==> src/core/ntw_pkg.sv <==
// ----------------------------------------------------------------------
// Shared constants and types for the tuning word register bank
// ----------------------------------------------------------------------
package ntw_pkg;

	// Register access port widths
	localparam int ADDR_W = 12;
	localparam int DATA_W = 8;

	// Register offsets
	localparam logic [11:0] OFS_INTERP = 12'h112;
	localparam logic [11:0] OFS_UPDATE = 12'h113;
	localparam logic [11:0] OFS_TW0 = 12'h114;
	localparam logic [11:0] OFS_TW1 = 12'h115;

	// Reset values
	localparam logic [2:0] RST_INTERP = 3'h1;
	localparam logic [7:0] RST_TW_BYTE = 8'h00;
	localparam logic [7:0] RST_READ = 8'h00;

	// Field positions in the handshake register
	localparam int BIT_REQ = 0;
	localparam int BIT_ACK = 1;

	// Interpolation factor field position and codes
	localparam int INTERP_LSB = 0;
	localparam int INTERP_MSB = 2;
	localparam logic [2:0] INTERP_1X = 3'h0;
	localparam logic [2:0] INTERP_2X = 3'h1;
	localparam logic [2:0] INTERP_4X = 3'h3;
	localparam logic [2:0] INTERP_8X = 3'h4;

	// Rate codes presented to the datapath: one-hot, or all zero for no rate
	localparam logic [3:0] RATE_1X = 4'h1;
	localparam logic [3:0] RATE_2X = 4'h2;
	localparam logic [3:0] RATE_4X = 4'h4;
	localparam logic [3:0] RATE_8X = 4'h8;
	localparam logic [3:0] RATE_NONE = 4'h0;

	// Low two bytes of the frequency tuning word, byte 0 least significant
	typedef struct packed {
		logic [7:0] byte1;
		logic [7:0] byte0;
	} ntw_word_t;

	// One register access from the serial control port
	typedef struct packed {
		logic write;
		logic read;
		logic [11:0] addr;
		logic [7:0] wdata;
	} ntw_access_t;

	// Handshake states, one-hot
	typedef enum logic [1:0] {
		ST_IDLE = 2'b01,
		ST_ACKED = 2'b10
	} ntw_state_t;

endpackage

==> src/core/ntw_update_handshake.sv <==
`timescale 1ns/1ps
// ----------------------------------------------------------------------
// Update request handshake: rising edge to transfer pulse and acknowledge
// ----------------------------------------------------------------------
module ntw_update_handshake
(
	input wire logic mclk,
	input wire logic reset_n,
	input wire logic tuning_update_request,
	output logic transfer_pulse,
	output logic tuning_update_acknowledge
);

	// Handshake state
	ntw_pkg::ntw_state_t state;

	// ------------------------------------------------------------------
	// State register
	// ------------------------------------------------------------------
	always_ff @(posedge mclk or negedge reset_n)
	begin
		if (!reset_n)
		begin
			state <= ntw_pkg::ST_IDLE;
		end
		else
		begin
			case (state)
				ntw_pkg::ST_IDLE:
				begin
					// Request seen high after being low: transfer now
					if (tuning_update_request)
					begin
						state <= ntw_pkg::ST_ACKED;
					end
				end
				ntw_pkg::ST_ACKED:
				begin
					// Host lowered the request: re-arm, drop acknowledge
					if (!tuning_update_request)
					begin
						state <= ntw_pkg::ST_IDLE;
					end
				end
				default:
				begin
					state <= ntw_pkg::ST_IDLE;
				end
			endcase
		end
	end

	// One-cycle transfer strobe on the rising edge of the request
	assign transfer_pulse = (state == ntw_pkg::ST_IDLE)
		&& tuning_update_request;

	// Acknowledge straight from the state flop
	assign tuning_update_acknowledge = (state == ntw_pkg::ST_ACKED);

endmodule

==> src/core/ntw_regs.sv <==
`timescale 1ns/1ps
// Summary of operation
// - Tuning word writes land in staging only
// - Request rising edge copies staging to working
// - Working value changes only on transfer
// - Acknowledge bit 1 high after transfer
// - Tuning word LSB first, bytes reset zero
module ntw_regs
(
	input wire logic mclk,
	input wire logic reset_n,
	input wire ntw_pkg::ntw_access_t access,
	output logic [7:0] read_data,
	output logic read_valid,
	output logic [2:0] interpolation_factor,
	output logic [3:0] interpolation_rate,
	output ntw_pkg::ntw_word_t frequency_tuning_word,
	output logic tuning_update_acknowledge
);

	// ------------------------------------------------------------------
	// Helper functions
	// ------------------------------------------------------------------

	// Address compare used by write and read decode
	function automatic logic addr_hit(input logic [11:0] addr,
		input logic [11:0] offset);
		addr_hit = (addr == offset);
	endfunction

	// Only the four defined factor codes are accepted
	function automatic logic interp_legal(input logic [2:0] code);
		case (code)
			ntw_pkg::INTERP_1X: interp_legal = 1'b1;
			ntw_pkg::INTERP_2X: interp_legal = 1'b1;
			ntw_pkg::INTERP_4X: interp_legal = 1'b1;
			ntw_pkg::INTERP_8X: interp_legal = 1'b1;
			default: interp_legal = 1'b0;
		endcase
	endfunction

	// Factor code to one-hot rate for the interpolation chain
	function automatic logic [3:0] interp_rate(input logic [2:0] code);
		case (code)
			ntw_pkg::INTERP_1X: interp_rate = ntw_pkg::RATE_1X;
			ntw_pkg::INTERP_2X: interp_rate = ntw_pkg::RATE_2X;
			ntw_pkg::INTERP_4X: interp_rate = ntw_pkg::RATE_4X;
			ntw_pkg::INTERP_8X: interp_rate = ntw_pkg::RATE_8X;
			default: interp_rate = ntw_pkg::RATE_NONE;
		endcase
	endfunction

	// ------------------------------------------------------------------
	// Declarations
	// ------------------------------------------------------------------

	// Write enables per register
	logic wr_interp;
	logic wr_update;
	logic wr_tw0;
	logic wr_tw1;
	// Staging copy of the tuning word as the host wrote it
	ntw_pkg::ntw_word_t staged_word;
	// Host-owned update request bit
	logic tuning_update_request;
	// Transfer strobe from the handshake
	logic transfer_pulse;
	// Requested factor field of a write
	logic [2:0] wr_factor;
	// Readback value selected by address
	logic [7:0] next_read_data;

	// ------------------------------------------------------------------
	// Write decode
	// ------------------------------------------------------------------

	// One enable per mapped offset; unmapped writes are dropped
	assign wr_interp = access.write
		&& addr_hit(access.addr, ntw_pkg::OFS_INTERP);
	assign wr_update = access.write
		&& addr_hit(access.addr, ntw_pkg::OFS_UPDATE);
	assign wr_tw0 = access.write
		&& addr_hit(access.addr, ntw_pkg::OFS_TW0);
	assign wr_tw1 = access.write
		&& addr_hit(access.addr, ntw_pkg::OFS_TW1);

	// Factor field out of the write data
	assign wr_factor = access.wdata[ntw_pkg::INTERP_MSB:ntw_pkg::INTERP_LSB];

	// ------------------------------------------------------------------
	// Interpolation factor select
	// ------------------------------------------------------------------

	// Takes effect at once; an undefined code leaves the old setting
	always_ff @(posedge mclk or negedge reset_n)
	begin
		if (!reset_n)
		begin
			interpolation_factor <= ntw_pkg::RST_INTERP;
		end
		else if (wr_interp && interp_legal(wr_factor))
		begin
			interpolation_factor <= wr_factor;
		end
	end

	// Rate decode from the held factor
	assign interpolation_rate = interp_rate(interpolation_factor);

	// ------------------------------------------------------------------
	// Update request bit
	// ------------------------------------------------------------------

	// Plain read/write bit; only the handshake reacts to its edges
	always_ff @(posedge mclk or negedge reset_n)
	begin
		if (!reset_n)
		begin
			tuning_update_request <= 1'b0;
		end
		else if (wr_update)
		begin
			tuning_update_request <= access.wdata[ntw_pkg::BIT_REQ];
		end
	end

	// ------------------------------------------------------------------
	// Staging registers
	// ------------------------------------------------------------------

	// Byte 0 holds bits 7:0, byte 1 bits 15:8; one process owns both
	// so the staging word has a single driver
	always_ff @(posedge mclk or negedge reset_n)
	begin
		if (!reset_n)
		begin
			staged_word.byte0 <= ntw_pkg::RST_TW_BYTE;
			staged_word.byte1 <= ntw_pkg::RST_TW_BYTE;
		end
		else
		begin
			// Each byte has its own write enable
			if (wr_tw0)
			begin
				staged_word.byte0 <= access.wdata;
			end
			if (wr_tw1)
			begin
				staged_word.byte1 <= access.wdata;
			end
		end
	end

	// ------------------------------------------------------------------
	// Update handshake
	// ------------------------------------------------------------------

	// Turns the request edge into a transfer and an acknowledge
	ntw_update_handshake u_handshake
	(
		.mclk(mclk),
		.reset_n(reset_n),
		.tuning_update_request(tuning_update_request),
		.transfer_pulse(transfer_pulse),
		.tuning_update_acknowledge(tuning_update_acknowledge)
	);

	// ------------------------------------------------------------------
	// Working tuning word
	// ------------------------------------------------------------------

	// Loads only on the transfer strobe; a byte written in the same
	// cycle reaches staging but waits for the next request
	always_ff @(posedge mclk or negedge reset_n)
	begin
		if (!reset_n)
		begin
			frequency_tuning_word.byte0 <= ntw_pkg::RST_TW_BYTE;
			frequency_tuning_word.byte1 <= ntw_pkg::RST_TW_BYTE;
		end
		else if (transfer_pulse)
		begin
			frequency_tuning_word <= staged_word;
		end
	end

	// ------------------------------------------------------------------
	// Readback
	// ------------------------------------------------------------------

	// Staging bytes read back; reserved bits and unmapped offsets read 0
	always_comb
	begin
		next_read_data = ntw_pkg::RST_READ;
		if (addr_hit(access.addr, ntw_pkg::OFS_INTERP))
		begin
			next_read_data[ntw_pkg::INTERP_MSB:ntw_pkg::INTERP_LSB] =
				interpolation_factor;
		end
		else if (addr_hit(access.addr, ntw_pkg::OFS_UPDATE))
		begin
			next_read_data[ntw_pkg::BIT_REQ] = tuning_update_request;
			// Acknowledge status for the host to poll
			next_read_data[ntw_pkg::BIT_ACK] =
				tuning_update_acknowledge;
		end
		else if (addr_hit(access.addr, ntw_pkg::OFS_TW0))
		begin
			next_read_data = staged_word.byte0;
		end
		else if (addr_hit(access.addr, ntw_pkg::OFS_TW1))
		begin
			next_read_data = staged_word.byte1;
		end
		else
		begin
			next_read_data = ntw_pkg::RST_READ;
		end
	end

	// Read data registered, valid one cycle after the read strobe
	always_ff @(posedge mclk or negedge reset_n)
	begin
		if (!reset_n)
		begin
			read_data <= ntw_pkg::RST_READ;
		end
		else if (access.read)
		begin
			read_data <= next_read_data;
		end
	end

	// Read valid strobe
	always_ff @(posedge mclk or negedge reset_n)
	begin
		if (!reset_n)
		begin
			read_valid <= 1'b0;
		end
		else
		begin
			read_valid <= access.read;
		end
	end

endmodule

==> config.mk <==
export PLATFORM = sky130hd
export DESIGN_NAME = ntw_regs
export DESIGN_NICKNAME = d
export VERILOG_FILES = /design/src/core/ntw_pkg.sv /design/src/core/ntw_update_handshake.sv /design/src/core/ntw_regs.sv
export SDC_FILE = /design/constraint.sdc
export NUM_CORES = 1
export LEC_CHECK = 0
export BUFFER_PORTS_ARGS = -buffer_cell sky130_fd_sc_hd__buf_2
export CAP_MARGIN = 10
export CORE_MARGIN = 2
export CORE_UTILIZATION = 50
export DETAILED_ROUTE_END_ITERATION = 6
export PLACE_DENSITY_LB_ADDON = 0.05
export SETUP_SLACK_MARGIN = 0.05
export SLEW_MARGIN = 5
export SYNTH_ARGS = -nofsm -noshare
export SYNTH_HDL_FRONTEND = slang
export SYNTH_SLANG_ARGS = --single-unit
==> constraint.sdc <==
create_clock -name mclk -period 2.87 [get_ports mclk]
set_clock_uncertainty 0.15 [all_clocks]
set_input_delay 0.287 -clock mclk [delete_from_list [all_inputs] [get_ports mclk]]
set_output_delay 0.287 -clock mclk [all_outputs]
set_load 0.02 [all_outputs]
==> flow_summary_export.csv, run 1 <==
group,metric,value,unit
synthesis,synth_flop_cell,"dfrtp_1",
finish,layout_common_cells,"56 x buf_2, 45 x dfrtp_1, 33 x mux2_2",
clock_network,cts_root_buffer,"clkbuf_8",
finish,layout_commonest_cell,"buf_2",
drt,routed-via-count,1434,
clock_network,htree_levels,2,
floorplan,dieArea,4680,µm²
drt,ant_nets,0,
global_routing,grt_use_total,20.09,%
pwr,power_density,456.7,nW/µm²
global_routing,antenna_found_initial,0,
synthesis,synthDistinctLibCells,33,
floorplan,core,4000,µm²
clock_network,clk-insertion-delay-late,290,ps
drt,totalWireLength,4223,µm
drt,post_drt_wl_per_cell,16.06,µm
synthesis,ys_seq_elements,47,
sta,holdWs,-1.857,ps
floorplan,core.rowCount,23,
sta,period_share,64.50,%
sta,finalHoldViolations,2,
setup_path,path_cells,"nor2b_1, nand2_1, mux2_2",
drt,drc,0,
floorplan,fp.dieH,68.41,µm
sta,fin_crit,1851,ps
setup_path,crit_arrival,1880,ps
drt,drt_first_pass_iters,4,
finish,fill_cells,340,
sta,drv_slew,0,
clock_network,cts_tree,"built",
clock_network,cts_hold_buf,0,
synthesis,ys_async_sr_fraction,100.0,%
global_routing,overflow,0,
place,io_buffers,56,
pwr,leakagePower,0.001311,µW
run_status,violations,"hold timing",
clock_network,post-cts-setup-buffer-count,0,
finish,num-nets-final,236,
global_routing,grt_pass1_wl,6699,µm
finish,layout-drive-gt1-share,49.30,%
pwr,ir_drop,284.6,µV
clock_network,cts_sinks,47,
clock_network,numCtsBuffers,5,
place,hpwl,3013,µm
setup_path,cp-end-kind,"flip-flop",
setup_path,cp_max_fo,16,
floorplan,die_x,68.41,µm
synthesis,synth_edf_count,0,
setup_path,startpoint_type,"flip-flop",
min_path,min-delay-path-class,"in -> async",
setup_path,slowest_stage,"dfstp_2",
sta,fmax,540.2,MHz
setup_path,required,2900,ps
pwr,power.total,1127,µW
finish,num_antenna_cells,0,
global_routing,grt_max_degree,48,
synthesis,syn-cell-area,2074,µm²
sta,slew_headroom,32.91,%
finish,syn_to_final_growth,18.94,%
run_status,outcome,"complete, but fails checks",
clock_network,clock_path_buffers,2,
global_routing,grt_pass1_vias,1433,
sta,tns,0,ps
setup_path,path_class,"reg -> reg",
setup_path,path_delay_family,"simple AND/OR/NAND/NOR gates",
place,gp_congestion,0.8047,
setup_path,slowest_delay,530,ps
drt,avgViaCountPerCell,5.452,
sta,rsz0062_at_grt,"false",
clock_network,path_clk_slew,80,ps
synthesis,yosys_warnings,0,
synthesis,syn_area_per_cell,13.38,µm²
run,maxCapViolations,0,
sta,setup_viol,0,
synthesis,yosysSeqAreaShare,56.82,%
drt,drt_iter0_drc,68,
floorplan,ios,57,
clock_network,cts_resized,0,
sta,worst-slew-pin-transition,1006,ps
setup_path,cp_num_buf_inv,0,
synthesis,syn-num-nets,179,
floorplan,start_util,51.86,%
synthesis,synthCells,155,
sequential cells by signal, summed over array words and instances (netlist names):
name                   count
frequency_tuning_word     16
staged_word               16
read_data                  8
interpolation_factor       3
u_handshake.state          2
read_valid                 1
tuning_update_request      1
worst paths after layout:
path	cells past startpoint	slack, ps	to	start
hold reg to reg	1	360	frequency_tuning_word[14]	frequency_tuning_word[14]
setup / recovery	3	1020	frequency_tuning_word[0]	u_handshake.state[0]
setup reg to reg	3	1020	frequency_tuning_word[0]	u_handshake.state[0]
max in group asynchronous	1	1940	interpolation_factor[2]	reset_n
hold / removal	1	-2	read_valid	reset_n
min in group mclk	2	80	staged_word[14]	access[6]
final cells by class:
type,instances,area [µm²],area share (%)
clock inverter,1,5.005,0.2028
inverter,9,33.78,1.369
sequential,47,1179,47.77
timing repair buffer,56,280.3,11.36
clock buffer,7,86.33,3.499
multi-input combinational,93,820.8,33.27
tap,50,62.56,2.535
metal layers:
metal  part of all wire [%]  vias to the layer above  GRT usage, %
li1                       -                      680             -
met1                     43                      700         24.25
met4                    2.4                        0         10.50
met2                     49                       47         33.17
met3                    5.1                        7         4.770
met5                      0                        -             0
report_power, final:
group,internal (µW),switching [µW]
sequential,664,1.08
combinational,21.1,40.1
clock,194,206
metrics by stage:
step                utilization, %  area [µm²]  setup WS (ps)  cells
floorplan                        -        2074           1255    155
global placement             59.40        2376          957.9    255
detailed placement           59.40        2376          839.8    255
CTS                          61.68        2467           1018    263
global route                 61.68        2467          892.3    263
finish                       61.68        2467           1019    263
cells in the mapped netlist (2+ instances only):
master     n  area (µm²)
dfrtp_1   45        1126
mux2_2    33       371.6
inv_1      9       33.78
mux2i_1    7       70.07
nor2_1     6       22.52
nor2b_1    5       31.28
o22ai_1    5       31.28
a21oi_1    4       20.02
nor3b_1    4       30.03
o21ai_0    4       20.02
buf_2      3       15.01
nand2_1    3       11.26
a211oi_1   2       15.01
buf_6      2       22.52
dfstp_2    2       52.55
nand3_1    2       10.01
nor3b_4    2       37.54
nor4b_1    2       17.52
cell families (layout without fill, tap and decap cells):
| logic type | after synthesis | in the layout | share of synthesized area, % |
|---|---|---|---|
| AOI/OAI and AO/OA | 22 | 22 | 7.057 |
| DFF | 47 | 47 | 56.82 |
| muxes | 40 | 40 | 21.29 |
| and+or+nand+nor | 31 | 31 | 11.22 |
| buffers and inverters | 15 | 73 | 3.618 |
Power figures use the tool's default switching activity.
==> run 2: changes to the inputs <==
==> constraint.sdc (replaced) <==
create_clock -name mclk -period 1.8 [get_ports mclk]
set_clock_uncertainty 0.15 [all_clocks]
set_input_delay 0.18 -clock mclk [delete_from_list [all_inputs] [get_ports mclk]]
set_output_delay 0.18 -clock mclk [all_outputs]
set_load 0.02 [all_outputs]
==> run 2 against run 1 <==
The run now ends clean. Sequential cell count stayed put. Cell count is 5.3% higher. Clock power is 50% higher. Worst hold slack better by 42 ps. Via count is 4.0% higher. Register-to-register slack worse by 780 ps. Die area stayed put.
==> flow_summary_export.csv, run 2 (synthesis gave the netlist of run 1 again) <==
group,metric,value,unit
run_status,outcome,"finished, final reports clean",
finish,num_antenna_cells,0,
drt,ant_nets,0,
finish,reg_top3,"frequency_tuning_word: 16 flops, staged_word: 16 flops, read_data: 8 flops",
sta,worst-slew-pin-transition,530.0,ps
setup_path,r2r-start,"u_handshake.state[0]",
setup_path,r2r_cells,4,
finish,final_design_area_no_fill,2596,µm²
clock_network,clk-insertion-delay-late,290,ps
floorplan,core,4000,µm²
sta,slew_headroom,64.67,%
finish,num-nets-final,250,
setup_path,r2r_end,"frequency_tuning_word[7]",
setup_path,path_class,"in -> reg",
pwr,switching_share,22.49,%
global_routing,grt_pass1_vias,1470,
finish,layout-drive-gt1-share,49.34,%
min_path,worstHoldStart,"access[2]",
floorplan,fp.dieH,68.41,µm
drt,drt_first_pass_iters,4,
finish,fin_util,64.90,%
global_routing,overflow,0,
pwr,p_int,1379,µW
setup_path,reg2reg_setup_slack,240,ps
floorplan,core.rowCount,23,
place,io_buffers,56,
finish,final_cell_count_no_fill,277,
clock_network,cts_sinks,47,
pwr,power_density,685.3,nW/µm²
pwr,clkPwrFrac,33.8,%
clock_network,cts_tree,"built",
drt,avgViaCountPerCell,5.383,
sta,period_share,90.78,%
finish,layout_common_cells,"56 x buf_2, 45 x dfrtp_1, 33 x mux2_2",
finish,layout_commonest_cell,"buf_2",
min_path,hold-path-cell-count,3,
run,maxCapViolations,0,
drt,drt_iter0_drc,67,
setup_path,required,1820,ps
clock_network,numCtsBuffers,5,
clock_network,htree_levels,2,
sta,finalHoldViolations,0,
floorplan,ios,57,
finish,syn_to_final_growth,25.15,%
setup_path,crit_arrival,1660,ps
drt,totalWireLength,4446,µm
global_routing,grt_use_total,20.95,%
sta,fmax,612.0,MHz
global_routing,grt_pass1_wl,7003,µm
clock_network,cts_root_buffer,"clkbuf_8",
global_routing,grt_max_degree,27,
place,gp_congestion,0.8202,
setup_path,slowest_delay,400,ps
pwr,combPwrFrac,6.6,%
min_path,min-delay-path-class,"in -> reg",
place,hpwl,3247,µm
floorplan,start_util,51.86,%
sta,rsz0062_at_grt,"false",
setup_path,startpoint_type,"input port",
finish,fill_cells,318,
place,dp.cells,260,
sta,drv_slew,0,
setup_path,cp-end-kind,"flip-flop",
drt,routed-via-count,1491,
drt,drc,0,
drt,post_drt_wl_per_cell,16.05,µm
pwr,p_sw,400.1,µW
setup_path,cp_max_fo,8,
pwr,ir_drop,420.8,µV
sta,fin_crit,1634,ps
setup_path,path_cells,"buf_2, nor4b_1, and2_1, nand4_4, mux2_2",
floorplan,die_x,68.41,µm
finish,multiInputGateArea,820.8,µm²
min_path,hold_end,"interpolation_factor[2]",
clock_network,path_clk_slew,80,ps
finish,seq_area,1179,µm²
pwr,leakagePower,0.001372,µW
clock_network,clock_path_buffers,2,
floorplan,dieArea,4680,µm²
setup_path,slowest_stage,"nor4b_1",
place,placed_cell_area,2426,µm²
pwr,p_seq_share,59.6,%
sta,setup_viol,0,
global_routing,antenna_found_initial,0,
[run 2: cell types whose count changed in the layout (fill, tap and decap cells not counted), sizes merged]
cell         delta
buf             +7
clkinvlp        +1
dlygate4sd3     +7
clkbuf          -1
[run 2: layer usage]
layer  vias up  track usage (%)  part of all wire, %  wire length [µm]
met5         -                0                    0                 0
met4         0            6.750                 0.38                17
met3         2            5.099                  5.0               221
met2        45            37.86                   54              2379
met1       741            24.11                   41              1829
li1        703                -                    -                 -
[run 2: per-stage QoR]
step	hold slack [ps]	total power (µW)	worst slack (ps)	TNS [ps]
after floorplan	-265.6	1116	242.3	0
after global placement	30.36	1185	3.357	0
after detailed placement	40.60	1189	-159.9	-2561
after CTS	33.80	1802	129.2	0
after global routing	36.80	1870	77.24	0
final	40.33	1779	166.0	0
[run 2: power groups by stage]
stage               clock network, µW  registers [µW]  logic, µW
CTS                               623            1060        120
global placement                    0            1080        104
floorplan                           0            1080       33.8
detailed placement                  0            1080        108
global route                      680            1060        129
finish                            601            1060        118
[run 2: cell type report]
cell class	instances	share of cell area (%)
well taps	50	2.410
clock buffers	6	2.795
flip-flops and latches	47	45.40
multi-input cells	93	31.61
inverters	9	1.301
clock inverters	2	0.4819
repair buffers	70	16.00
[run 2: critical path: cells and delay by family]
family / cells / cell delay (ps)
muxes: 1 / 330
buffers and inverters: 1 / 100
and+or+nand+nor: 3 / 1040
[run 2: worst max-delay path by stage]
| stage | start | end | slack, ps | cells past startpoint |
|---|---|---|---|---|
| CTS | interpolation_factor[0] | interpolation_rate[1] | 130 | 2 |
| global route | access[19] | staged_word[8] | 80 | 5 |
| floorplan | u_handshake.state[0] | frequency_tuning_word[10] | 240 | 4 |
| finish | access[19] | staged_word[15] | 170 | 5 |
| detailed placement | access[19] | staged_word[8] | -160 | 5 |
| global placement | access[19] | staged_word[15] | 3 | 5 |
[run 2: what timing repair did]
item | in CTS | in global routing
gates resized for setup | 0 | 0
hold buffers | 7 | 0
buffers inserted | 0 | 2
setup endpoints to repair | 0 | 1
hold endpoints to repair | 31 | 0
==> run 3: changes to the inputs <==
--- a/config.mk
+++ b/config.mk
@@ -6,7 +6,7 @@
 export NUM_CORES = 1
 export LEC_CHECK = 0
 export BUFFER_PORTS_ARGS = -buffer_cell sky130_fd_sc_hd__buf_2
-export CAP_MARGIN = 10
+export CAP_MARGIN = 30
 export CORE_MARGIN = 2
 export CORE_UTILIZATION = 50
 export DETAILED_ROUTE_END_ITERATION = 6
==> constraint.sdc (replaced) <==
create_clock -name mclk -period 1.95 [get_ports mclk]
set_clock_uncertainty 0.15 [all_clocks]
set_input_delay 0.195 -clock mclk [delete_from_list [all_inputs] [get_ports mclk]]
set_output_delay 0.195 -clock mclk [all_outputs]
set_load 0.02 [all_outputs]
==> run 3 against run 2 <==
Via count is 0.60% lower. Design area is 1.5% lower. Count of clock-buffer cells in the layout stayed put. Sequential cell count stayed put. Sequential share of layout area is 0.71 points higher. Highest routed layer unchanged. Combinational power is 13% lower. Global-route usage is 0.14 points lower. Non-clock buffer count is 5 lower. Critical path depth stayed put. Register-to-register slack better by 190 ps. Cell count is 2.2% lower. Critical endpoint is now staged_word[14].
==> flow_summary_export.csv, run 3 (synthesis gave the netlist of run 1 again) <==
group,metric,value,unit
pwr,power.total,1770,µW
place,gp_congestion,0.8114,
drt,post_drt_wl_per_cell,16.52,µm
sta,setup_viol,0,
clock_network,path_clk_slew,80,ps
finish,syn_to_final_growth,23.22,%
finish,final_design_area_no_fill,2556,µm²
drt,drc,0,
clock_network,cts_root_buffer,"clkbuf_8",
global_routing,overflow,0,
drt,ant_nets,0,
floorplan,core,4000,µm²
run_status,outcome,"finished, final reports clean",
global_routing,grt_pass1_wl,7003,µm
finish,fill_cells,332,
drt,drt_first_pass_iters,4,
drt,routed-via-count,1482,
pwr,leakagePower,0.001354,µW
sta,slew_headroom,51.00,%
floorplan,die_x,68.41,µm
finish,num-nets-final,245,
setup_path,startpoint_type,"input port",
setup_path,path_class,"in -> reg",
setup_path,cp-end-kind,"flip-flop",
clock_network,cts_resized,0,
min_path,worstHoldStart,"access[3]",
global_routing,antenna_found_initial,0,
finish,reg_top3,"frequency_tuning_word: 16 flops, staged_word: 16 flops, read_data: 8 flops",
floorplan,dieArea,4680,µm²
setup_path,required,1980,ps
clock_network,cts_tree,"built",
drt,avgViaCountPerCell,5.469,
global_routing,grt_pass1_vias,1429,
setup_path,reg2reg_setup_slack,430,ps
pwr,power_density,692.3,nW/µm²
min_path,hold-path-cell-count,2,
min_path,min-delay-path-class,"in -> reg",
clock_network,clk-insertion-delay-late,290,ps
floorplan,fp.dieH,68.41,µm
min_path,hold_end,"staged_word[3]",
setup_path,r2r_end,"frequency_tuning_word[6]",
sta,worst-slew-pin-transition,734.9,ps
finish,layout-drive-gt1-share,49.32,%
finish,multiInputGateArea,820.8,µm²
sta,finalHoldViolations,0,
clock_network,numCtsBuffers,5,
finish,num_antenna_cells,0,
clock_network,cts_sinks,47,
setup_path,crit_arrival,1670,ps
setup_path,r2r-start,"u_handshake.state[0]",
global_routing,grt_use_total,20.81,%
sta,rsz0062_at_grt,"false",
setup_path,r2r_cells,4,
setup_path,cp_max_fo,8,
sta,fmax,610.1,MHz
floorplan,start_util,51.86,%
drt,drt_iter0_drc,88,
place,io_buffers,56,
pwr,ir_drop,530.1,µV
clock_network,post-cts-setup-buffer-count,0,
place,dp.cells,260,
floorplan,core.rowCount,23,
finish,layout_common_cells,"56 x buf_2, 45 x dfrtp_1, 33 x mux2_2",
sta,drv_slew,0,
global_routing,grt_max_degree,34,
clock_network,cts_hold_buf,2,
drt,totalWireLength,4477,µm
clock_network,htree_levels,2,
place,placed_cell_area,2414,µm²
floorplan,ios,57,
sta,period_share,84.06,%
place,hpwl,3265,µm
clock_network,clock_path_buffers,2,
sta,fin_crit,1639,ps
finish,layout_commonest_cell,"buf_2",
run,maxCapViolations,0,
finish,final_cell_count_no_fill,271,
finish,seq_area,1179,µm²
## run 3: cell types whose count changed in the layout (fill, tap and decap cells not counted)
| cell | delta |
|---|---|
| dlygate4sd3_1 | -3 |
| buf_12 | -1 |
| buf_4 | -1 |
| bufinv_16 | +1 |
| clkinv_2 | -1 |
| clkinvlp_4 | -1 |
## run 3: report_power, final
| part | switching, µW | leakage [µW] | total (µW) | internal, µW |
|---|---|---|---|---|
| sequential | 1.67 | 0.000647 | 978 | 977 |
| combinational | 62.8 | 0.000655 | 103 | 40.3 |
| clock | 312 | 0.0000513 | 688 | 376 |
## run 3: area by class of cell
type / count / share of cell area [%]
flip-flops and latches: 47 / 46.11
multi-input cells: 93 / 32.11
repair buffers: 65 / 14.00
clock buffers: 6 / 2.839
well taps: 50 / 2.447
inverters: 9 / 1.322
clock inverters: 1 / 1.175
## run 3: how the worst max path moves through the flow
stage / start / end / slack, ps
after global placement: access[19] / staged_word[4] / 130
after global routing: access[19] / staged_word[14] / 150
after detailed placement: access[19] / staged_word[11] / -40
after CTS: access[19] / staged_word[14] / 270
after floorplan: u_handshake.state[0] / frequency_tuning_word[10] / 390
final: access[19] / staged_word[14] / 310
## run 3: metal layers
layer  vias up  share of wire, %  GRT usage, %
met4         0              0.98         5.250
met2        39                51         36.54
met5         -                 0             0
li1        687                 -             -
met1       751                43         25.91
met3         5               4.6         4.441
## run 3: metrics by stage
step                      hold slack (ps)  setup TNS [ps]  worst slack, ps  util [%]
after floorplan                    -250.6               0            392.3         -
after global placement              131.4               0            131.9     60.34
after detailed placement            145.2          -349.8           -41.30     60.34
after CTS                           1.340               0            267.2     63.40
after global routing                1.080               0            146.9     63.90
final                               8.512               0            310.8     63.90
## run 3: worst max-delay path, cell delays in order
cell and delay [ps]:
buf_2 100, nor4b_1 390, and2_1 420, nand4_4 240, mux2_2 330
